**src/core/serial_unit_map.svh**
```systemverilog
// constants: control encodings, idle line level and timing counts
`ifndef SERIAL_UNIT_MAP_SVH
`define SERIAL_UNIT_MAP_SVH
`define SAMPLES_PER_BIT 5'h10
`define SAMPLE_MID_A 4'h7
`define SAMPLE_MID_B 4'h8
`define SAMPLE_MID_C 4'h9
`define SAMPLE_LAST 4'hf
`define TX_IDLE_LEVEL 1'b1
`define MAX_BAUD 32'd500000
`define CLK_HZ 32'd200000000
`define MIN_DIV (`CLK_HZ / (`MAX_BAUD * 32'd16))
`define PR_1 2'b00
`define PR_3 2'b01
`define PR_4 2'b10
`define PR_13 2'b11
`endif

```
**src/core/serial_unit_pkg.sv**
```systemverilog
// types shared by the serial unit core and its buffer
package serial_unit_pkg;
  typedef struct packed {
    logic [7:0] data;
    logic ninth;
  } tx_word_t;

  typedef struct packed {
    logic word9;
    logic parity_en;
    logic parity_odd;
    logic tx_en;
    logic rx_en;
    logic send_break;
    logic mute_req;
    logic wake_addr;
    logic fine_mode;
    logic [1:0] tx_pre;
    logic [2:0] tx_pow;
    logic [1:0] rx_pre;
    logic [2:0] rx_pow;
    logic [7:0] tx_fine;
    logic [7:0] rx_fine;
  } serial_control_t;

  typedef struct packed {
    logic tx_empty;
    logic tx_complete;
    logic rx_full;
    logic idle_seen;
    logic overrun;
    logic noise_flag;
    logic framing;
    logic parity_err;
    logic muted;
  } serial_status_t;

  typedef enum logic [2:0] {
    TX_OFF, TX_IDLE, TX_START, TX_DATA, TX_PARITY, TX_STOP, TX_MARK
  } tx_state_t;

  typedef enum logic [1:0] {
    RX_HUNT, RX_START, RX_BITS, RX_STOP
  } rx_state_t;
endpackage

```
**src/core/async_serial_unit.sv**
```systemverilog
// full-duplex asynchronous serial transmitter and receiver
`include "serial_unit_map.svh"
`timescale 1ns/1ps
module async_serial_unit import serial_unit_pkg::*; (
  input wire logic sys_clk_i,
  input wire logic rst_i,
  input wire serial_control_t ctrl_i,
  input wire logic [7:0] tx_data_i,
  input wire logic tx_ninth_bit_i,
  input wire logic tx_write_i,
  output logic tx_write_ready_o,
  input wire logic status_read_i,
  input wire logic data_read_i,
  input wire logic serial_rx_pin_i,
  output logic serial_tx_pin_o,
  output logic serial_tx_oe_o,
  output logic [7:0] rx_data_o,
  output logic rx_ninth_bit_o,
  output serial_status_t status_o
);
  typedef struct packed {
    logic [1:0] rx_sync;
    tx_state_t tx_st;
    logic [15:0] tx_div;
    logic [3:0] tx_tick;
    logic [3:0] tx_bit;
    logic [8:0] tx_shift;
    logic tx_par;
    logic tx_first;
    logic tx_was_en;
    logic tx_pin;
    logic tx_oe;
    rx_state_t rx_st;
    logic [15:0] rx_div;
    logic [3:0] rx_tick;
    logic [3:0] rx_bit;
    logic [8:0] rx_shift;
    logic [2:0] samp;
    logic rx_noise;
    logic rx_par;
    logic [4:0] idle_cnt;
    logic idle_armed;
    logic rx_prev;
    logic [7:0] rx_data;
    logic rx_ninth;
    logic status_seen;
    serial_status_t stat;
  } core_state_t;

  core_state_t st_ff, nxt_st;
  logic buf_ready, buf_valid, buf_pop;
  tx_word_t buf_word, in_word;
  logic tx_stick, rx_stick, rx_in, vote, agree;
  logic [15:0] tx_period, rx_period;
  logic [8:0] rx_word;
  logic [3:0] nbits;

  // pick conventional or fine divider; result in system clocks per tick
  function automatic logic [15:0] period(input logic fine,
      input logic [7:0] fine_v, input logic [1:0] pre,
      input logic [2:0] pow);
    logic [15:0] p;
    p = 16'h0001;
    unique case (pre)
      `PR_1: p = 16'h0001;
      `PR_3: p = 16'h0003;
      `PR_4: p = 16'h0004;
      `PR_13: p = 16'h000d;
    endcase
    p = p << pow;
    if (fine && fine_v != 8'h00) begin
      p = {8'h00, fine_v};
    end
    // floor keeps the rate at or below the 500K baud ceiling
    if (p < `MIN_DIV) begin
      p = 16'(`MIN_DIV);
    end
    return p;
  endfunction

  assign in_word = '{data: tx_data_i, ninth: tx_ninth_bit_i};

  word_buffer #(.WIDTH(9)) tx_buf (
    .sys_clk_i(sys_clk_i),
    .rst_i(rst_i),
    .in_data_i(in_word),
    .in_valid_i(tx_write_i),
    .in_ready_o(buf_ready),
    .out_data_o(buf_word),
    .out_valid_o(buf_valid),
    .out_ready_i(buf_pop)
  );

  always_comb begin
    tx_period = period(ctrl_i.fine_mode, ctrl_i.tx_fine, ctrl_i.tx_pre,
                       ctrl_i.tx_pow);
    rx_period = period(ctrl_i.fine_mode, ctrl_i.rx_fine, ctrl_i.rx_pre,
                       ctrl_i.rx_pow);
    tx_stick = (st_ff.tx_div >= tx_period - 16'h0001);
    rx_stick = (st_ff.rx_div >= rx_period - 16'h0001);
    nbits = ctrl_i.word9 ? 4'd9 : 4'd8;
    rx_in = st_ff.rx_sync[1];
    vote = (st_ff.samp[0] & st_ff.samp[1]) | (st_ff.samp[0] & rx_in) |
           (st_ff.samp[1] & rx_in);
    agree = (st_ff.samp[0] == st_ff.samp[1]) && (st_ff.samp[1] == rx_in);
    rx_word = st_ff.rx_shift;
    buf_pop = 1'b0;
    nxt_st = st_ff;
    nxt_st.rx_sync = {st_ff.rx_sync[0], serial_rx_pin_i};
    nxt_st.tx_div = tx_stick ? 16'h0000 : st_ff.tx_div + 16'h0001;
    nxt_st.rx_div = rx_stick ? 16'h0000 : st_ff.rx_div + 16'h0001;
    nxt_st.tx_was_en = ctrl_i.tx_en;

    // clear sequence: status access then data access
    if (status_read_i) begin
      nxt_st.status_seen = 1'b1;
    end
    if (st_ff.status_seen && tx_write_i) begin
      nxt_st.stat.tx_complete = 1'b0;
      nxt_st.status_seen = 1'b0;
    end
    if (st_ff.status_seen && data_read_i) begin
      nxt_st.stat.rx_full = 1'b0;
      nxt_st.stat.overrun = 1'b0;
      nxt_st.stat.noise_flag = 1'b0;
      nxt_st.stat.framing = 1'b0;
      nxt_st.stat.parity_err = 1'b0;
      nxt_st.stat.idle_seen = 1'b0;
      nxt_st.status_seen = 1'b0;
    end

    // transmitter
    if (!ctrl_i.tx_en) begin
      nxt_st.tx_st = TX_OFF;
    end else if (st_ff.tx_st == TX_OFF || !st_ff.tx_was_en) begin
      nxt_st.tx_st = TX_IDLE;
      nxt_st.tx_first = 1'b1; // send an idle frame first
      nxt_st.tx_tick = 4'h0;
      nxt_st.tx_bit = 4'h0;
    end else if (tx_stick) begin
      nxt_st.tx_tick = st_ff.tx_tick + 4'h1;
      if (st_ff.tx_tick == `SAMPLE_LAST) begin
        unique case (st_ff.tx_st)
          TX_OFF: nxt_st.tx_st = TX_IDLE;
          TX_IDLE: begin
            if (st_ff.tx_first) begin
              nxt_st.tx_bit = st_ff.tx_bit + 4'h1;
              if (st_ff.tx_bit == nbits + 4'd1) begin
                nxt_st.tx_first = 1'b0;
                nxt_st.tx_bit = 4'h0;
              end
            end else if (ctrl_i.send_break) begin
              nxt_st.tx_shift = 9'h000;
              nxt_st.tx_par = 1'b0;
              nxt_st.tx_st = TX_START;
            end else if (buf_valid) begin
              buf_pop = 1'b1;
              nxt_st.tx_shift = {ctrl_i.word9 & buf_word.ninth,
                                 buf_word.data};
              nxt_st.tx_par = ^{ctrl_i.word9 & buf_word.ninth,
                                buf_word.data} ^ ctrl_i.parity_odd;
              nxt_st.tx_st = TX_START;
            end
          end
          TX_START: begin
            nxt_st.tx_st = TX_DATA;
            nxt_st.tx_bit = 4'h0;
          end
          TX_DATA: begin
            nxt_st.tx_shift = {1'b0, st_ff.tx_shift[8:1]};
            nxt_st.tx_bit = st_ff.tx_bit + 4'h1;
            if (st_ff.tx_bit == nbits - 4'd1) begin
              nxt_st.tx_st = ctrl_i.parity_en ? TX_PARITY : TX_STOP;
            end
          end
          TX_PARITY: nxt_st.tx_st = TX_STOP;
          TX_STOP: begin
            if (ctrl_i.send_break) begin
              nxt_st.tx_st = TX_START;
            end else if (st_ff.tx_shift == 9'h000 && !st_ff.tx_par &&
                         st_ff.tx_pin == 1'b0) begin
              nxt_st.tx_st = TX_MARK;
            end else begin
              nxt_st.tx_st = TX_IDLE;
              nxt_st.stat.tx_complete = 1'b1;
            end
          end
          TX_MARK: nxt_st.tx_st = TX_IDLE;
        endcase
      end
    end
    unique case (nxt_st.tx_st)
      TX_START: nxt_st.tx_pin = 1'b0;
      TX_DATA: nxt_st.tx_pin = nxt_st.tx_shift[0];
      TX_PARITY: nxt_st.tx_pin = nxt_st.tx_par;
      TX_STOP: nxt_st.tx_pin = !ctrl_i.send_break;
      default: nxt_st.tx_pin = `TX_IDLE_LEVEL;
    endcase
    nxt_st.tx_oe = ctrl_i.tx_en | ctrl_i.rx_en;
    nxt_st.stat.tx_empty = buf_ready && !(buf_valid && !buf_pop) ||
                           (buf_pop && !tx_write_i);

    // receiver
    nxt_st.stat.muted = st_ff.stat.muted | ctrl_i.mute_req;
    if (!ctrl_i.mute_req && !st_ff.stat.muted) begin
      nxt_st.stat.muted = 1'b0;
    end
    nxt_st.rx_prev = rx_in;
    if (!ctrl_i.rx_en) begin
      nxt_st.rx_st = RX_HUNT;
      nxt_st.idle_cnt = 5'h00;
    end else if (st_ff.rx_st == RX_HUNT) begin
      if (st_ff.rx_prev && !rx_in) begin
        nxt_st.rx_st = RX_START;
        nxt_st.rx_tick = 4'h0;
        nxt_st.rx_noise = 1'b0;
        nxt_st.rx_div = 16'h0000;
      end else if (rx_stick && rx_in) begin
        nxt_st.rx_tick = st_ff.rx_tick + 4'h1;
        if (st_ff.rx_tick == `SAMPLE_LAST &&
            st_ff.idle_cnt != 5'h1f) begin
          nxt_st.idle_cnt = st_ff.idle_cnt + 5'h01;
        end
        if (st_ff.idle_armed &&
            st_ff.idle_cnt == {1'b0, nbits} + 5'd2) begin
          nxt_st.idle_armed = 1'b0;
          if (st_ff.stat.muted && !ctrl_i.wake_addr) begin
            nxt_st.stat.muted = 1'b0;
          end else if (!st_ff.stat.muted) begin
            nxt_st.stat.idle_seen = 1'b1;
          end
        end
      end
    end else if (rx_stick) begin
      nxt_st.rx_tick = st_ff.rx_tick + 4'h1;
      if (st_ff.rx_tick == `SAMPLE_MID_A) begin
        nxt_st.samp[0] = rx_in;
      end
      if (st_ff.rx_tick == `SAMPLE_MID_B) begin
        nxt_st.samp[1] = rx_in;
      end
      if (st_ff.rx_tick == `SAMPLE_MID_C) begin
        if (!agree) begin
          nxt_st.rx_noise = 1'b1;
        end
        unique case (st_ff.rx_st)
          RX_HUNT: nxt_st.rx_st = RX_HUNT;
          RX_START: begin
            nxt_st.rx_st = vote ? RX_HUNT : RX_BITS;
            nxt_st.rx_bit = 4'h0;
            nxt_st.rx_par = 1'b0;
          end
          RX_BITS: begin
            nxt_st.rx_bit = st_ff.rx_bit + 4'h1;
            if (st_ff.rx_bit < nbits) begin
              nxt_st.rx_shift = {1'b0, st_ff.rx_shift[8:1]};
              nxt_st.rx_shift[nbits - 4'd1] = vote;
            end
            nxt_st.rx_par = st_ff.rx_par ^ vote;
            if (st_ff.rx_bit == nbits - 4'd1 +
                {3'b000, ctrl_i.parity_en}) begin
              nxt_st.rx_st = RX_STOP;
            end
          end
          RX_STOP: begin
            nxt_st.rx_st = RX_HUNT;
            nxt_st.idle_cnt = 5'h00;
            nxt_st.idle_armed = 1'b1;
            nxt_st.rx_tick = 4'h0;
            if (st_ff.stat.muted && ctrl_i.wake_addr &&
                rx_word[nbits - 4'd1]) begin
              nxt_st.stat.muted = 1'b0;
            end
            if (!st_ff.stat.muted || (ctrl_i.wake_addr &&
                rx_word[nbits - 4'd1])) begin
              if (st_ff.stat.rx_full && !nxt_st.status_seen) begin
                nxt_st.stat.overrun = 1'b1;
              end else begin
                nxt_st.rx_data = rx_word[7:0];
                nxt_st.rx_ninth = rx_word[8];
                nxt_st.stat.rx_full = 1'b1;
                nxt_st.stat.noise_flag = st_ff.rx_noise | !agree;
                nxt_st.stat.framing = !vote;
                nxt_st.stat.parity_err = ctrl_i.parity_en &&
                  (st_ff.rx_par != ctrl_i.parity_odd);
              end
            end
          end
        endcase
      end
    end
  end

  always_ff @(posedge sys_clk_i or posedge rst_i) begin
    if (rst_i) begin
      st_ff <= '0;
      st_ff.rx_sync <= 2'b11;
      st_ff.rx_prev <= 1'b1;
      st_ff.tx_pin <= 1'b1;
      st_ff.stat.tx_empty <= 1'b1;
    end else begin
      st_ff <= nxt_st;
    end
  end

  assign tx_write_ready_o = buf_ready;
  assign serial_tx_pin_o = st_ff.tx_pin;
  assign serial_tx_oe_o = st_ff.tx_oe;
  assign rx_data_o = st_ff.rx_data;
  assign rx_ninth_bit_o = st_ff.rx_ninth;
  assign status_o = st_ff.stat;
endmodule

```
**src/core/word_buffer.sv**
```systemverilog
// two-entry valid/ready buffer for transmit words
`timescale 1ns/1ps
module word_buffer import serial_unit_pkg::*; #(
  parameter int WIDTH = 9
) (
  input wire logic sys_clk_i,
  input wire logic rst_i,
  input wire logic [WIDTH-1:0] in_data_i,
  input wire logic in_valid_i,
  output logic in_ready_o,
  output logic [WIDTH-1:0] out_data_o,
  output logic out_valid_o,
  input wire logic out_ready_i
);
  typedef struct packed {
    logic [1:0][WIDTH-1:0] mem;
    logic [1:0] count;
  } buf_state_t;
  buf_state_t st_ff, nxt_st;
  logic push, pop;

  always_comb begin
    nxt_st = st_ff;
    push = in_valid_i && (st_ff.count != 2'd2);
    pop = out_ready_i && (st_ff.count != 2'd0);
    if (pop) begin
      nxt_st.mem[0] = st_ff.mem[1];
    end
    if (push) begin
      if (pop) begin
        nxt_st.mem[st_ff.count - 2'd1] = in_data_i;
      end else begin
        nxt_st.mem[st_ff.count[0]] = in_data_i;
      end
    end
    nxt_st.count = st_ff.count + {1'b0, push} - {1'b0, pop};
  end

  always_ff @(posedge sys_clk_i or posedge rst_i) begin
    if (rst_i) begin
      st_ff <= '0;
    end else begin
      st_ff <= nxt_st;
    end
  end

  assign in_ready_o = (st_ff.count != 2'd2);
  assign out_valid_o = (st_ff.count != 2'd0);
  assign out_data_o = st_ff.mem[0];
endmodule

```
**config.mk**
```make
export PLATFORM = sky130hd
export DESIGN_NAME = async_serial_unit
export DESIGN_NICKNAME = d
export VERILOG_FILES = /design/src/core/serial_unit_pkg.sv /design/src/core/async_serial_unit.sv /design/src/core/word_buffer.sv
export VERILOG_INCLUDE_DIRS = /design/src /design/src/core
export SDC_FILE = /design/constraint.sdc
export NUM_CORES = 1
export LEC_CHECK = 0
export ABC_AREA = 1
export ABC_CLOCK_PERIOD_IN_PS = 4000
export BUFFER_PORTS_ARGS = -buffer_cell sky130_fd_sc_hd__buf_2
export CAP_MARGIN = 30
export CORE_MARGIN = 3
export CORE_UTILIZATION = 61
export DETAILED_ROUTE_END_ITERATION = 10
export PLACE_DENSITY_LB_ADDON = 0.25
export REMOVE_ABC_BUFFERS = 1
export SLEW_MARGIN = 20
export SYNTH_ARGS = -nofsm -noshare
export SYNTH_HDL_FRONTEND = slang
export SYNTH_SLANG_ARGS = --single-unit
```
**constraint.sdc**
```tcl
create_clock -name sys_clk_i -period 4 [get_ports sys_clk_i]
set_clock_uncertainty 0.05 [all_clocks]
set_input_delay 0.2 -clock sys_clk_i [delete_from_list [all_inputs] [get_ports sys_clk_i]]
set_output_delay 0.2 -clock sys_clk_i [all_outputs]
set_load 0.02 [all_outputs]
```
Word-level counts from Yosys, hierarchy flattened
Cells that the tools add are included.
{ "word_totals": {"ff_bits": 128, "wordCells": 340, "out_inout_bits": 21} }
{ "classes": {"n_lt_le_gt_ge": 11, "n_addsub": 16, "eq_ne": 50, "reduce_logical": 75, "bitwise": 15, "mux": 132, "n_shift": 2} }
{ "ops": {"columns": ["op", "n"], "rows": [
  ["one-hot mux 16 bit (4 select lines)", 2],
  ["two-way mux 16 bit", 7],
  ["two-way mux 9 bit", 6],
  ["two-way mux 1 bit", 50],
  ["bitwise mux 18 bit", 2],
  ["two-way mux 18 bit", 2],
  ["two-way mux 3 bit", 12],
  ["two-way mux 17 bit", 2],
  ["two-way mux 33 bit", 1],
  ["adder 16 x 1 -> 16 bit, second input constant", 2],
  [">= comparator 16 bit", 2],
  ["< comparator 16 x 5 -> 1 bit, second input constant", 2],
  ["two-way mux 4 bit", 8],
  ["<< shifter 16 x 3 -> 16 bit", 2],
  ["subtractor 16 x 1 -> 16 bit, second input constant", 2],
  ["two-way mux 10 bit", 3],
  ["two-way mux 6 bit", 5],
  ["logical AND 1 bit", 26],
  ["two-way mux 5 bit", 5],
  ["two-way mux 8 bit", 3],
  ["AND reduction 7 bit", 3],
  ["adder 4 x 1 -> 4 bit, second input constant", 5],
  ["two-way mux 19 bit", 1],
  ["demux 9 bit (select 1 bit)", 2],
  ["other kinds (65)", 146]
]} }

Logic depth before layout (Yosys ltp)
Gate-level depths: netlist of run 1.
{ "depth": {"ltp_word": 16, "depth_mapped": 36} }

By module
From an unflattened synthesis of run 1, not the netlist that was laid out.
{ "hier_totals": {"cells_unflattened": 1273, "area_unflattened_um2": 9242.6} }
{ "by_module_without_submodules": {"columns": ["mod", "area_per_inst_um2", "seq_area_each_um2", "cells_each", "instances"], "rows": [
  ["async_serial_unit", 8160.3, 2708.8, 1136, 1],
  ["word_buffer", 1082.3, 500.5, 137, 1]
]} }

Least setup slack after synthesis of run 1
No wires, ideal clock.
{ "synth_timing": {"path_kind": "input-to-reg", "startpoint": "input ctrl_i[9] (netlist name)", "endpoint": "register tx_buf.st_ff[1] (netlist name)", "arrival_ps": 4078, "stages": 33, "setup_time_ps": 129, "setup_slack_ps": -257, "cell_sequence": "nor2_1 > nand2_1 > o21ai_4 > nand2_2 > o22ai_1 > inv_1 > nand3_1 > nand2_1 > nand2_2 > inv_1 > nor2_1 > ha_1 > nand3_1 > nor2_1 > nand3_2 > nor2_1 > xor2_1 > inv_1 > ha_1 > nand2_1 > o21a_1 > nand2_1 > nand2_1 > nand3_2 > nand3_1 > inv_1 > nand2_2 > clkinv_1 > ha_1 > inv_1 > ha_1 > xnor2_1 > xor2_1"} }
{ "synth_rtl": {"columns": ["item", "line_no", "rtl"], "rows": [
  ["start: declaration", "async_serial_unit.sv:7", "input wire serial_control_t ctrl_i,"],
  ["end signal: assignment", "word_buffer.sv:43", "st_ff <= nxt_st;"],
  ["end: declaration", "word_buffer.sv:19", "buf_state_t st_ff, nxt_st;"]
]} }

==> flow_summary.json, run 1 <==
{
  "outcome": "finished, violations left",
  "violations": "setup timing",
  "antenna_found_initial": 0,
  "met1_usage_pct": 34.9,
  "core_area_mm2": 0.0140,
  "grt_max_degree": 77,
  "fillers": 966,
  "critPathMaxFanout": 8,
  "fin_crit_sh_pct": 103,
  "wl_per_cell_um": 13.7,
  "clk_path_buf_depth": 2,
  "grt-ovfl-total": 0,
  "ctsRootBufferMaster": "clkbuf_16",
  "grt-busiest-layer": "met2",
  "nets": 1504,
  "hold_path_class": "input port to register",
  "drtPass1Iterations": 7,
  "netlist_area_mm2": 0.00883,
  "crit_path_end_kind": "register",
  "grt_pass1_wl_um": 35700,
  "tightest_slew_ns": 0.570,
  "critPathMaxStageDelay_ns": 0.27,
  "cpMostUsedCell": "nand3_2",
  "std_cell_rows": 43,
  "rsz0062_at_grt": "true",
  "place.gp.congestion": 0.910,
  "cts_max_level": 4,
  "synth_compound_area_share_pct": 10.1,
  "yosys_warnings": 0,
  "worstSetupPathType": "input port to register",
  "routed_wl_um": 21900,
  "die_y_um": 126,
  "vias": 8626,
  "p_leak_uw": 0.00572,
  "crit_arrival_ns": 4.41,
  "synth.distinct_cells": 49,
  "synthMuxAreaShare_pct": 0,
  "synthAdderAreaFrac_pct": 7.51,
  "portBuffers": 70,
  "grt_pass1_vias": 8016,
  "antenna_cells": 0,
  "grt.met2_usage_pct": 43.8,
  "ys_ff_latch": 128,
  "setup_violations": 2,
  "final_antenna_net_count": 0,
  "synthSimpleGateAreaFrac_pct": 33.3,
  "cts_tree": "done",
  "syn_to_final_growth_pct": 24.8,
  "initial_core_util_pct": 62.9,
  "synth_top_family_by_area": "simple AND/OR/NAND/NOR gates",
  "cap_violations": 0,
  "final.setup.worst_slack_ns": -0.125,
  "fin_total_pwr_uw": 5110,
  "clk_pin_slew_worst_paths_ns": 0.06,
  "fin_crit_ns": 4.12,
  "hold_viol_final": 0,
  "drive_gt1_share_pct": 21.9,
  "crit_slowest_cell": "ha_4",
  "dp_hpwl_um": 14800,
  "met3_usage_pct": 5.73,
  "drv_slew": 0,
  "required_ns": 4.28,
  "clock_sinks": 128,
  "track_usage_pct": 26.6,
  "synth-seq-area-share_pct": 36.3,
  "drtIter0Drc": 579,
  "syn_inst": 1237,
  "power_density_mw_per_mm2": 464,
  "clock_latency_ns": 0.42,
  "drc": 0,
  "die_area_mm2": 0.0160,
  "peakVddDrop_mv": 0.383,
  "syn_area_per_cell_um2": 7.14,
  "worstSetupStartpointType": "input port",
  "relSlewSlack_pct": 61.9,
  "io_pins": 71,
  "fmax_mhz": 242,
  "via_per_inst": 5.41,
  "synth_xor_area_share_pct": 3.27,
  "fin_util_pct": 78.5,
  "die_w_um": 126,
  "numCtsBuffers": 17
}
## area by class of cell
type | instances | area, µm² | share of cell area (%)
clock inverters | 12 | 230 | 2.09
clock buffers | 20 | 457 | 4.14
inverters | 162 | 624 | 5.66
repair buffers | 170 | 1190 | 10.8
multi-input cells | 922 | 5080 | 46.1
flip-flops and latches | 128 | 3210 | 29.1
well taps | 180 | 225 | 2.04
## through the flow
stage	hold slack [ns]	setup WS, ns	cells	setup TNS [ns]	cell area (µm²)
CTS	0.0130	0.000487	1578	0	10500
global route	0.0271	-0.307	1594	-5.34	11000
detailed placement	0.259	-0.401	1543	-11.35	9820
global placement	0.256	-0.196	1543	-4.73	9820
floorplan	0.154	-0.639	1212	-1.11	8640
finish	0.0171	-0.125	1594	-0.154	11000
## flip-flops by register name, indices dropped and copies added (netlist names)
register,flops
rx_data_o,8
serial_tx_pin_o,1
status_o,9
rx_ninth_bit_o,1
serial_tx_oe_o,1
st_ff,77
nxt_st,2
rx_word,9
tx_buf.st_ff,11
tx_buf.out_data_o,9
## cell usage in the layout (no fill, tap or decap), types with 11 or more instances in the layout
cell,n
ha_1,48
inv_1,147
nand2_1,343
nor3_1,13
xor2_1,22
nand3_1,80
o21ai_0,84
clkbuf_16,17
buf_6,11
nand4_1,22
inv_2,12
buf_2,65
dfrtp_1,123
nor2_2,16
buf_4,88
nor2_1,108
a21oi_1,31
o21ai_1,17
nand2_2,19
## final timing paths
| check | from | end | slack, ns | cells after the start |
|---|---|---|---|---|
| setup / recovery | ctrl_i[14] | tx_buf.st_ff[1]$_DFF_PP0_ | -0.12 | 34 |
| setup reg to reg | st_ff[99]$_DFF_PP0_ | tx_buf.st_ff[1]$_DFF_PP0_ | 1.42 | 14 |
| hold / removal | tx_ninth_bit_i | tx_buf.st_ff[11]$_DFFE_PP0P_ | 0.02 | 3 |
| max in group asynchronous | rst_i | nxt_st[19]$_DFF_PP1_ | 2.57 | 5 |
| hold reg to reg | nxt_st[108]$_DFF_PP1_ | nxt_st[19]$_DFF_PP1_ | 0.31 | 0 |
| min in group asynchronous | rst_i | st_ff[88]$_DFF_PP0_ | 0.30 | 3 |
## layer usage
| layer | vias up | share of wire (%) |
|---|---|---|
| li1 | 4310 | - |
| met1 | 3968 | 43 |
| met2 | 287 | 49 |
| met3 | 61 | 5.9 |
| met4 | 0 | 2.2 |
| met5 | - | 0 |
## cell families after synthesis
logic type               Yosys count
XOR/XNOR                          33
other                              1
adder cells (fa/ha/maj)           53
AO/OA/AOI/OAI                    162
AND/OR/NAND/NOR                  664
flip-flops                       128
buffers and inverters            196
## cells in the mapped netlist, drive strengths merged
cell type  instances  area share, %
nand2            363             16
inv              160            6.8
nor2             134            6.2
dfrtp            123             35
o21ai            105            6.2
nand3             92            5.6
ha                53            7.5
a21oi             37            2.3
buf               29            2.4
nand4             24            1.8
xor2              23            2.3
nor3              20            1.4
xnor2             10           0.99
nor3b              9           0.76
o22ai              9           0.64
nand3b             8           0.68
nor4               6           0.50
or2                6           0.42
clkbuf             5           0.21
dfstp              5            1.5
o211ai             4           0.34
and3               2           0.14
clkinv             2          0.099
o2111ai            2           0.20
o21a               2           0.17
conb               1          0.042
o211a              1           0.11
o31ai              1          0.085
o41ai              1          0.099
## what timing repair did
action,4_1_cts,5_1_grt
gates resized for setup,0,88
hold buffers,3,0
endpoints found under the hold margin,75,0
setup buffers,0,15
setup endpoints to repair,0,76
## worst max-delay path: cells and delay by family
family,cells,cell delay (ns)
AOI/OAI and AO/OA,3,0.52
xor gates and xnor gates,2,0.30
adders and majority gates,4,0.79
buffers and inverters,8,0.71
and+or+nand+nor,17,1.89
## where the power goes
group	internal [µW]	total (µW)	switching (µW)	leakage, µW
Clock	1210	1790	583	0.000327
Combinational	627	1600	973	0.00375
Sequential	1510	1720	209	0.00164
Power figures use the tool's default switching activity.
==> inputs of run 2 (changes only) <==
CORE_ASPECT_RATIO = 1.5   (was unset)
==> flow_summary.json, run 2 (same netlist as run 1, synthesis figures left out) <==
{
  "grt_pass1_wl_um": 35000,
  "clock_latency_ns": 0.42,
  "top_register": "st_ff",
  "tightest_slew_ns": 0.561,
  "antenna_cells": 0,
  "p_leak_uw": 0.00565,
  "mostFrequentLayoutCells": "nand2_1 (343), inv_1 (147), dfrtp_1 (123)",
  "worstSetupPathType": "input port to register",
  "met1_usage_pct": 28.3,
  "fin_crit_sh_pct": 99.0,
  "r2r-start": "st_ff[106]$_DFF_PP0_",
  "drc": 0,
  "drtIter0Drc": 659,
  "dp_slack_ns": -0.336,
  "critPathTopFamily": "simple AND/OR/NAND/NOR gates",
  "cap_violations": 0,
  "vias": 8559,
  "std_cell_rows": 53,
  "grt-busiest-layer": "met2",
  "fillers": 1009,
  "fmax_mhz": 252,
  "cp.depth": 36,
  "fin_util_pct": 77.0,
  "routed_wl_um": 21100,
  "fin_area_mm2": 0.0109,
  "syn_to_final_growth_pct": 23.0,
  "cts_max_level": 4,
  "hold_ws_ns": 0.0165,
  "place.gp.congestion": 0.905,
  "die_w_um": 104,
  "final_antenna_net_count": 0,
  "dp_cells": 1559,
  "power_density_mw_per_mm2": 440,
  "required_ns": 4.27,
  "clk_path_buf_depth": 2,
  "cts_tree": "done",
  "crit_path_end_kind": "register",
  "rsz0062_at_grt": "true",
  "grt.met2_usage_pct": 49.5,
  "fin_crit_ns": 3.96,
  "clk_pin_slew_worst_paths_ns": 0.05,
  "die_y_um": 153,
  "rrSetupSlack_ns": 1.48,
  "crit_slowest_cell": "ha_4",
  "crit_buf_inv": 9,
  "io_pins": 71,
  "hold_viol_final": 0,
  "portBuffers": 70,
  "antenna_found_initial": 0,
  "drive_gt1_share_pct": 21.8,
  "r2r_end": "tx_buf.st_ff[1]$_DFF_PP0_",
  "crit_arrival_ns": 4.24,
  "final_common_cell": "nand2_1",
  "grt_max_degree": 78,
  "ctsRootBufferMaster": "clkbuf_16",
  "hold_path_class": "input port to register",
  "die_area_mm2": 0.0160,
  "setup_violations": 0,
  "via_per_inst": 5.32,
  "drtPass1Iterations": 5,
  "wl_per_cell_um": 13.1,
  "grt_pass1_vias": 8282,
  "worstSetupStartpointType": "input port",
  "initial_core_util_pct": 62.5,
  "top_regs": "st_ff x77, tx_buf.st_ff x11",
  "critPathMaxFanout": 8,
  "clock_sinks": 128,
  "numCtsBuffers": 17,
  "crit_path_start": "ctrl_i[8]",
  "relSlewSlack_pct": 62.5,
  "outcome": "completed",
  "met3_usage_pct": 3.76,
  "rr_worst_depth": 14,
  "drv_slew": 0,
  "place_area_mm2": 0.00988,
  "grt-ovfl-total": 0,
  "largest_register_ffs": 77,
  "dp_hpwl_um": 14900,
  "final.setup.worst_slack_ns": 0.0384,
  "crit_end": "tx_buf.st_ff[1]$_DFF_PP0_",
  "critPathMaxStageDelay_ns": 0.26,
  "track_usage_pct": 25.9,
  "core_area_mm2": 0.0141,
  "nets": 1507,
  "instances_no_fill": 1609,
  "peakVddDrop_mv": 0.437
}
run 2: cell count changes in the layout (fill, tap and decap cells not counted), sizes merged:
cell	change
clkbuf	+8
clkinv	-3
bufinv	-5
buf	+3
run 2: where the power goes:
part	total (µW)	switching [µW]	internal (µW)
sequential	1710	196	1510
combinational	1560	944	613
clock	1520	547	971
run 2: final cells by class:
type                            instances  area, µm²  share of cell area (%)
Timing Repair Buffer                  173       1170                    10.8
Multi-Input combinational cell        922       5050                    46.4
Clock inverter                          4       50.0                   0.460
Clock buffer                           28        537                    4.94
Inverter                              162        619                    5.70
Tap cell                              192        240                    2.21
Sequential cell                       128       3210                    29.5
run 2: how the worst min path moves through the flow:
| stage | from | end | slack, ns | cells after the start |
|---|---|---|---|---|
| detailed placement | serial_rx_pin_i | nxt_st[108]$_DFF_PP1_ | 0.26 | 1 |
| global placement | serial_rx_pin_i | nxt_st[108]$_DFF_PP1_ | 0.26 | 1 |
| floorplan | serial_rx_pin_i | nxt_st[108]$_DFF_PP1_ | 0.15 | 0 |
| finish | tx_data_i[1] | tx_buf.st_ff[13]$_DFFE_PP0P_ | 0.02 | 3 |
| global route | tx_data_i[1] | tx_buf.st_ff[13]$_DFFE_PP0P_ | 0.04 | 3 |
| CTS | tx_data_i[1] | tx_buf.st_ff[13]$_DFFE_PP0P_ | 0.005 | 3 |
run 2: metrics by stage:
step | TNS, ns | power (µW)
after floorplan | -1.11 | 2730
after global placement | -2.48 | 3080
after detailed placement | -7.06 | 3150
after CTS | 0 | 4710
after global routing | -1.32 | 5110
final | 0 | 4780
run 2: repair_timing:
item,4_1_cts,5_1_grt
buffers inserted,2,11
hold buffers,3,0
hold endpoints to repair,33,0
cloned,0,1
setup endpoints to repair,1,84
resized for setup,2,69
pin swaps,1,37
run 2: worst min-delay path: stages:
cell and delay [ns]:
buf_2 0.09, inv_1 0.06, o21ai_1 0.07
run 2: routing by layer:
layer / routed length [µm] / part of all wire (%)
met1: 8260 / 39
met2: 11500 / 54
met3: 738 / 3.5
met4: 599 / 2.8
met5: 0 / 0
